===== src/shared/fcr_pkg.sv =====
// Constants for the fault flag register bank: offsets, bit positions and
// reset values. Assumes an 8-bit register space reached by a byte-wide port.
package fcr_pkg;

  ////////////////////////////////////////////////////////////////////////////
  // Register offsets
  localparam logic [7:0] FCR_OFS_FAULT_ONE = 8'h0a;
  localparam logic [7:0] FCR_OFS_FAULT_TWO = 8'h0b;

  ////////////////////////////////////////////////////////////////////////////
  // Field positions in the first fault register
  localparam int FCR_B1_BOOST_OV = 0;
  localparam int FCR_B1_BOOST_UV = 1;
  localparam int FCR_B1_OUT_OVLD = 2;

  // Field positions in the second fault register
  localparam int FCR_B2_POR_IND = 0;
  localparam int FCR_B2_THERM = 1;
  localparam int FCR_B2_COMMON_BUFFER_OVERVOLT_FLAG = 3;
  localparam int FCR_B2_COMMON_BUFFER_UNDERVOLT_FLAG = 4;

  ////////////////////////////////////////////////////////////////////////////
  // Index of each fault source in the flag cell vector
  localparam int FCR_SRC_BOOST_OV = 0;
  localparam int FCR_SRC_BOOST_UV = 1;
  localparam int FCR_SRC_OUT_OVLD = 2;
  localparam int FCR_SRC_COMMON_BUFFER_OVERVOLT_FLAG = 3;
  localparam int FCR_SRC_COMMON_BUFFER_UNDERVOLT_FLAG = 4;
  localparam int FCR_SRC_THERM = 5;
  localparam int FCR_NUM_SRC = 6;

  ////////////////////////////////////////////////////////////////////////////
  // Reset values
  localparam logic FCR_RST_FLAG = 1'b0;
  localparam logic FCR_RST_POR_IND = 1'b1;
  localparam logic [7:0] FCR_RST_RDATA = 8'h00;
  localparam logic [7:0] FCR_READ_UNMAPPED = 8'h00;

endpackage


===== src/rtl/fcr_fault_regs.sv =====
// Fault flag register bank: first fault register bits 0..2 and the second
// fault register. Assumes a byte-wide register port from the serial
// management slave, one-cycle strobes, all inputs synchronous to i_clk_sys.
//
// Behaviour
// - Second fault register at 0x0B, reserved bits zero
// - First register bit 0: boost rail overvoltage
// - Latched mode: set, hold, read clears, reassert
// - Latch disabled: bit mirrors live fault only
// - Bit reads 0 without fault since clear
// - Second register bit 4: buffer undervoltage, reset 0
// - Second register bit 3: buffer overvoltage, reset 0
// - Bit 1 thermal shutdown, reasserts after clearing read
// - Thermal flag 0 without event, 1 during shutdown
// - Bit 0 reset indicator: 1 after reset, read-clear
// - First register bits 1,2: boost undervolt, overload
module fcr_fault_regs
  import fcr_pkg::*;
#(
  parameter int ADDR_W = 8,
  parameter int DATA_W = 8
) (
  input wire logic i_clk_sys,
  input wire logic i_nrst,
  // Register port
  input wire logic i_rd_stb,
  input wire logic i_wr_stb,
  input wire logic [ADDR_W-1:0] i_addr,
  input wire logic [DATA_W-1:0] i_wdata,
  output logic [DATA_W-1:0] o_rdata,
  output logic o_rvalid,
  // Fault behaviour setting
  input wire logic i_fault_latch_dis,
  // Fault levels from the analog comparators
  input wire logic i_boost_rail_overvolt,
  input wire logic i_boost_rail_undervolt,
  input wire logic i_output_overload,
  input wire logic i_common_buffer_overvolt,
  input wire logic i_common_buffer_undervolt,
  input wire logic i_thermal_shutdown
);

  ////////////////////////////////////////////////////////////////////////////
  // Parameter checks: the offsets need 8 address bits, the fields 8 data bits
  if (ADDR_W != 8) begin : g_bad_addr
    $error("fcr_fault_regs: ADDR_W must be 8");
  end
  if (DATA_W != 8) begin : g_bad_data
    $error("fcr_fault_regs: DATA_W must be 8");
  end

  ////////////////////////////////////////////////////////////////////////////
  // State
  typedef struct packed {
    logic power_on_reset_indicator;
    logic [DATA_W-1:0] rdata;
    logic rvalid;
  } fcr_state_type;

  fcr_state_type state;
  fcr_state_type next_state;

  // Address match, used by both the read and the write decode
  function automatic logic reg_hit(input logic [ADDR_W-1:0] addr,
                                   input logic [7:0] ofs);
    reg_hit = (addr == ofs[ADDR_W-1:0]);
  endfunction

  // Clear request for one bit: clearing read of its register or a 0 written
  function automatic logic bit_clear(input logic rd, input logic wr,
                                     input logic hit, input logic wbit);
    bit_clear = hit & (rd | (wr & ~wbit));
  endfunction

  ////////////////////////////////////////////////////////////////////////////
  // Decode
  logic hit_one;
  logic hit_two;
  logic [FCR_NUM_SRC-1:0] fault_in;
  logic [FCR_NUM_SRC-1:0] clear_req;
  logic [FCR_NUM_SRC-1:0] flag_val;
  logic [DATA_W-1:0] view_one;
  logic [DATA_W-1:0] view_two;

  assign hit_one = reg_hit(i_addr, FCR_OFS_FAULT_ONE);
  assign hit_two = reg_hit(i_addr, FCR_OFS_FAULT_TWO);

  // Fault sources in cell order
  assign fault_in[FCR_SRC_BOOST_OV] = i_boost_rail_overvolt;
  assign fault_in[FCR_SRC_BOOST_UV] = i_boost_rail_undervolt;
  assign fault_in[FCR_SRC_OUT_OVLD] = i_output_overload;
  assign fault_in[FCR_SRC_COMMON_BUFFER_OVERVOLT_FLAG] = i_common_buffer_overvolt;
  assign fault_in[FCR_SRC_COMMON_BUFFER_UNDERVOLT_FLAG] = i_common_buffer_undervolt;
  assign fault_in[FCR_SRC_THERM] = i_thermal_shutdown;

  // Clears: a read clears the whole register, a write only its 0 bits
  assign clear_req[FCR_SRC_BOOST_OV] =
    bit_clear(i_rd_stb, i_wr_stb, hit_one, i_wdata[FCR_B1_BOOST_OV]);
  assign clear_req[FCR_SRC_BOOST_UV] =
    bit_clear(i_rd_stb, i_wr_stb, hit_one, i_wdata[FCR_B1_BOOST_UV]);
  assign clear_req[FCR_SRC_OUT_OVLD] =
    bit_clear(i_rd_stb, i_wr_stb, hit_one, i_wdata[FCR_B1_OUT_OVLD]);
  assign clear_req[FCR_SRC_COMMON_BUFFER_OVERVOLT_FLAG] =
    bit_clear(i_rd_stb, i_wr_stb, hit_two, i_wdata[FCR_B2_COMMON_BUFFER_OVERVOLT_FLAG]);
  assign clear_req[FCR_SRC_COMMON_BUFFER_UNDERVOLT_FLAG] =
    bit_clear(i_rd_stb, i_wr_stb, hit_two, i_wdata[FCR_B2_COMMON_BUFFER_UNDERVOLT_FLAG]);
  assign clear_req[FCR_SRC_THERM] =
    bit_clear(i_rd_stb, i_wr_stb, hit_two, i_wdata[FCR_B2_THERM]);

  ////////////////////////////////////////////////////////////////////////////
  // One flag cell per fault source; all share the latch-disable setting
  for (genvar g = 0; g < FCR_NUM_SRC; g++) begin : g_cell
    fcr_flag_cell u_cell (
      .i_clk_sys(i_clk_sys),
      .i_nrst(i_nrst),
      .i_latch_dis(i_fault_latch_dis),
      .i_fault(fault_in[g]),
      .i_clear(clear_req[g]),
      .o_value(flag_val[g])
    );
  end

  ////////////////////////////////////////////////////////////////////////////
  // Register views; bits owned by other blocks and reserved bits read 0
  always_comb begin
    view_one = '0;
    view_one[FCR_B1_BOOST_OV] = flag_val[FCR_SRC_BOOST_OV];
    view_one[FCR_B1_BOOST_UV] = flag_val[FCR_SRC_BOOST_UV];
    view_one[FCR_B1_OUT_OVLD] = flag_val[FCR_SRC_OUT_OVLD];
  end

  always_comb begin
    view_two = '0;
    view_two[FCR_B2_POR_IND] = state.power_on_reset_indicator;
    view_two[FCR_B2_THERM] = flag_val[FCR_SRC_THERM];
    view_two[FCR_B2_COMMON_BUFFER_OVERVOLT_FLAG] = flag_val[FCR_SRC_COMMON_BUFFER_OVERVOLT_FLAG];
    view_two[FCR_B2_COMMON_BUFFER_UNDERVOLT_FLAG] = flag_val[FCR_SRC_COMMON_BUFFER_UNDERVOLT_FLAG];
  end

  ////////////////////////////////////////////////////////////////////////////
  // Read capture and reset indicator. The value returned is the one before
  // the clear takes effect, so a read never loses an event it reports.
  always_comb begin
    next_state = state;
    next_state.rvalid = i_rd_stb;
    if (i_rd_stb) begin
      if (hit_one) begin
        next_state.rdata = view_one;
      end else if (hit_two) begin
        next_state.rdata = view_two;
      end else begin
        next_state.rdata = FCR_READ_UNMAPPED[DATA_W-1:0];
      end
    end
    // Only a read clears it; writes cannot touch a read-only bit
    if (i_rd_stb && hit_two) begin
      next_state.power_on_reset_indicator = 1'b0;
    end
  end

  // State register
  always_ff @(posedge i_clk_sys) begin
    if (!i_nrst) begin
      state.power_on_reset_indicator <= FCR_RST_POR_IND;
      state.rdata <= FCR_RST_RDATA[DATA_W-1:0];
      state.rvalid <= 1'b0;
    end else begin
      state <= next_state;
    end
  end

  // Outputs straight from flip-flops
  assign o_rdata = state.rdata;
  assign o_rvalid = state.rvalid;

endmodule


===== src/rtl/fcr_flag_cell.sv =====
// One fault bit: live status or latched flag, chosen by the latch-disable level.
// Assumes the fault level and the clear pulse are synchronous to i_clk_sys.
module fcr_flag_cell
  import fcr_pkg::*;
(
  input wire logic i_clk_sys,
  input wire logic i_nrst,
  input wire logic i_latch_dis,
  input wire logic i_fault,
  input wire logic i_clear,
  output logic o_value
);

  typedef struct packed {
    logic flag;
  } fcr_cell_state_type;

  fcr_cell_state_type state;
  fcr_cell_state_type next_state;

  ////////////////////////////////////////////////////////////////////////////
  // Set wins over clear, so a persisting fault reasserts at once after a clear
  always_comb begin
    next_state = state;
    if (i_latch_dis) begin
      next_state.flag = i_fault;
    end else begin
      next_state.flag = i_fault | (state.flag & ~i_clear);
    end
  end

  // Flag register
  always_ff @(posedge i_clk_sys) begin
    if (!i_nrst) begin
      state.flag <= FCR_RST_FLAG;
    end else begin
      state <= next_state;
    end
  end

  // Live mode shows the fault as it stands now, latched mode the held flag
  assign o_value = i_latch_dis ? i_fault : state.flag;

endmodule


===== config.mk =====
export PLATFORM = sky130hd
export DESIGN_NAME = fcr_fault_regs
export DESIGN_NICKNAME = d
export VERILOG_FILES = /design/src/shared/fcr_pkg.sv /design/src/rtl/fcr_fault_regs.sv /design/src/rtl/fcr_flag_cell.sv
export SDC_FILE = /design/constraint.sdc
export NUM_CORES = 1
export LEC_CHECK = 0
export ABC_AREA = 0
export BUFFER_PORTS_ARGS = -buffer_cell sky130_fd_sc_hd__buf_2
export CAP_MARGIN = 5
export CORE_MARGIN = 2
export CORE_UTILIZATION = 44
export DETAILED_ROUTE_END_ITERATION = 10
export PLACE_DENSITY = 0.77
export RECOVER_POWER = 50
export SETUP_SLACK_MARGIN = 0.2
export SKIP_LAST_GASP = 1
export SLEW_MARGIN = 30
export SYNTH_ARGS = -nofsm -noshare
export SYNTH_HDL_FRONTEND = slang
export SYNTH_HIERARCHICAL = 1
export SYNTH_SLANG_ARGS = --single-unit
export TNS_END_PERCENT = 50

===== constraint.sdc =====
create_clock -name i_clk_sys -period 1.47 [get_ports i_clk_sys]
set_input_delay 0.294 -clock i_clk_sys [delete_from_list [all_inputs] [get_ports i_clk_sys]]
set_output_delay 0.294 -clock i_clk_sys [all_outputs]
set_load 0.02 [all_outputs]

==> reports/results.env <==
POST_SYNTH.CELL_AREA_AVG_UM2=9.06
COMBPWRFRAC_PCT=16.8
TIMING.SETUP.CRITICAL_PATH_CLASS='in -> reg'
UNREPAIRED_SETUP_ENDPOINTS_AFTER_GLOBAL_ROUTING='false'
P_SW_SHARE_PCT=25.3
CRIT_PATH_CELL_TRACE='buf_2 -> nor4b_2 -> nand4_1 -> nor2_1 -> nor3b_1 -> o21a_1'
WHS_PATH_DEPTH=2
TIMING.CRITICAL_PATH.FANOUT_MAX=4
GLOBAL_ROUTE.USAGE.MET3_PCT=6.00
MAXCAPVIOLCOUNT=0
DP.CELLS=120
GROUTE.LAYER.MET1.USAGE_PCT=18.2
GLOBAL_ROUTE.USAGE.TOTAL_PCT=15.7
NUMCTSBUFFERS=3
TIMING.CRITICAL_PATH.FROM='i_addr[7]'
MAX-CLOCK-PATH-BUFFERS=2
MIN_TO='g_cell[0].u_cell/state'
WORSTREG2REGSTART='g_cell[5].u_cell/state'
GP_CONGESTION=0.759
HTREEDEPTH=1
RR_ENDPOINT='o_rdata[1]'
DRIVE_ABOVE_1_SHARE_PCT=34.3
DIE_H_UM=45.1
FINALSETUPVIOLCOUNT=0
POWER.SEQUENTIAL.FRACTION_PCT=52.3
REPORT.POWER.TOTAL_uW=705
FINAL_CELL_COUNT_NO_FILL=124
FMAXACHIEVABLE_MHz=773
UTILIZATION_PCT=55.8
CLK_TRANSITION_REPORTED_PATHS_NS=0.08
SEQ_TOTAL_AREA_YOSYS_PCT=35.0
TOTAL_DIE_AREA_MM2=0.00203
DRT_PASS_1_ITERS=4
TIMING.CRITICAL_PATH.TO_TYPE='flip-flop'
GRT_PASS1_WL_UM=2220
P_CLK_SHARE_PCT=30.9
GRT.BUSIEST_LAYER='met2'
GRT_START_MAX_NET_PINS=13
PLACEMENT.IO_BUFFERS=29
FINAL-HOLD-VIOLATION-COUNT=0
START_UTIL_PCT=48.2
HOLDCRITPATHCLASS='in -> reg'
PEAK_SUPPLY_DROP_uV=395
SYN-INSTANCE-COUNT=82
GRTUSAGEMET2_PCT=25.4
REMAINING_DRC_ERRORS=0
RRSETUPSLACK_NS=0.56
P_PER_AREA_mW_PER_MM2=820
FIN_WS_NS=0.176
WL_UM=1450
TOTAL_CONGESTION_OVERFLOW_AFTER_GLOBAL_ROUTING=0
CP_DATA_ARRIVAL_TIME_NS=1.46
WORST-R2R-CELL-COUNT=3
CTS.ROOT.BUFFER_CELL='clkbuf_4'
ANTENNADIODECOUNT=0
HP-START='i_boost_rail_overvolt'
POSTROUTEANTENNANETS=0
PERIOD_NEEDED_NS=1.29
OUTCOME='finished, final reports clean'
YOSYS_WARNINGS=6
POST-CTS-SETUP-BUFFER-COUNT=0
ROUTE.DETAILED.WL_PER_INST_UM=11.7
FINAL_DESIGN_AREA_NO_FILL_UM2=860
WORST_CLOCK_SKEW_NS=0.00335
SYNTH_SEQ_CELLS=13
CELL_LEAKAGE_POWER_nW=0.396
WORST_SKEW_PAIR.LATE_LATENCY_NS=0.27
CTS_TREE='built'
HOLD_BUFFERS=0
MIN_PERIOD_OVER_PERIOD_PCT=88.0
GRT_ANTENNA_BEFORE_REPAIR=0
PLACEMENT.SETUP.WORST_SLACK_NS=-0.0332
TOP_LEVEL_PORTS=36
SYNTH_CELL_TYPES=23
LAYOUT_OVERHEAD_ON_THE_SYNTHESIZED_AREA_PCT=15.7
STD_CELL_ROWS=14
CRITICAL_PATH_RT_NS=1.64
POWER.SWITCHING_uW=178
SLEW_VIOL_FINAL=0
PLACE.DETAILED.HPWL_UM=1130
MAPPEDNETLISTAREA_UM2=743
CRITPATHLAUNCHTYPE='primary input'
CRIT_PATH_TOP_DELAY_CELL='nor4b_2'
POST_DP_CELL_AREA_UM2=855
FINAL_NET_COUNT=136
VIASPERCELL=5.15
CLOCK-SINKS=13
P_INT_uW=527
CORE_REGION_AREA_MM2=0.00154
ROUTED-VIA-COUNT=638
MAXIMUM_CELL_STAGE_DELAY_ALONG_THE_CRITICAL_PATH_NS=0.41
DIE_X_UM=45.1
NUMBER_OF_INSTANCES_RESIZED_DURING_POST_CTS_REPAIR=0
DETAIL_ROUTE.ITER0.VIOLATIONS=3
FIRST_GLOBAL_VIAS=560
-- worst max-delay path: cells and delay by family --
| family | cells | cell delay (ns) |
|---|---|---|
| and+or+nand+nor | 4 | 0.90 |
| AOI/OAI and AO/OA | 1 | 0.17 |
| buffers and inverters | 1 | 0.10 |
-- cells in the mapped netlist, drive strengths merged --
cell | n | area (um^2)
dfxtp | 13 | 260
buf | 9 | 65.1
inv | 8 | 30.0
mux2 | 6 | 67.6
nand2 | 6 | 22.5
nor3b | 6 | 45.0
o21a | 6 | 45.0
a21oi | 5 | 25.0
nor2 | 4 | 15.0
nor3 | 3 | 15.0
mux2i | 2 | 20.0
nand3b | 2 | 15.0
o21ai | 2 | 10.0
o31ai | 2 | 15.0
a2bb2oi | 1 | 8.76
clkbuf | 1 | 3.75
conb | 1 | 3.75
nand3 | 1 | 17.5
nand4 | 1 | 12.5
nor2b | 1 | 6.26
nor4b | 1 | 23.8
o41ai | 1 | 16.3
-- registers in the layout (all words and copies together) (netlist names) --
signal and cells:
o_rvalid 1, state 1, o_rdata 5, g_cell.u_cell/state 6
-- cell families after synthesis --
logic type | count (synthesis) | synth area share [%]
AND/OR/NAND/NOR | 25 | 23.2
buffers and inverters | 18 | 13.3
AO/OA/AOI/OAI | 17 | 16.2
flip-flops | 13 | 35.0
multiplexers | 8 | 11.8
other | 1 | 0.505
-- power by group through the flow --
| stage | logic, mW | clock network (mW) | registers [mW] |
|---|---|---|---|
| floorplan | 0.0742 | 0 | 0.378 |
| global placement | 0.119 | 0 | 0.376 |
| detailed placement | 0.123 | 0 | 0.377 |
| CTS | 0.123 | 0.228 | 0.369 |
| global route | 0.130 | 0.247 | 0.370 |
| finish | 0.118 | 0.218 | 0.369 |
-- layer usage --
metal,vias to the layer above,part of all wire (%)
li1,323,-
met1,288,43
met2,25,48
met3,2,7.9
met4,0,0.90
met5,-,0
-- cell type report --
cell class,count,area (um^2)
clock buffer,4,26.3
sequential,13,260
inverter,8,30.0
fill,158,682
tap,16,20.0
multi-input combinational,53,377
timing repair buffer,30,146
-- worst max path at each step --
stage | to | slack [ns]
after floorplan | g_cell[3].u_cell/state | 0.20
after global placement | g_cell[0].u_cell/state | 0.01
after detailed placement | g_cell[0].u_cell/state | -0.03
after CTS | g_cell[0].u_cell/state | 0.26
after global routing | g_cell[3].u_cell/state | 0.12
final | g_cell[3].u_cell/state | 0.18
-- cells in the final DEF, fill, tap and decap left out, drive strengths merged, types with 2 or more instances in the layout --
master	netlist	final
clkbuf	1	9
mux2	6	6
a21oi	5	5
nand2	6	6
conb	1	3
mux2i	2	2
nor3b	6	6
nor3	3	3
buf	9	25
nor2	4	4
o21ai	2	2
dfxtp	13	13
o31ai	2	2
nand3b	2	2
o21a	6	6
inv	8	8
-- metrics by stage --
step                      TNS, ns  hold WS (ns)
after floorplan                 0         0.384
after global placement          0         0.435
after detailed placement  -0.0333         0.436
after CTS                       0         0.233
after global routing            0         0.228
final                           0         0.238
Power figures use the tool's default switching activity.
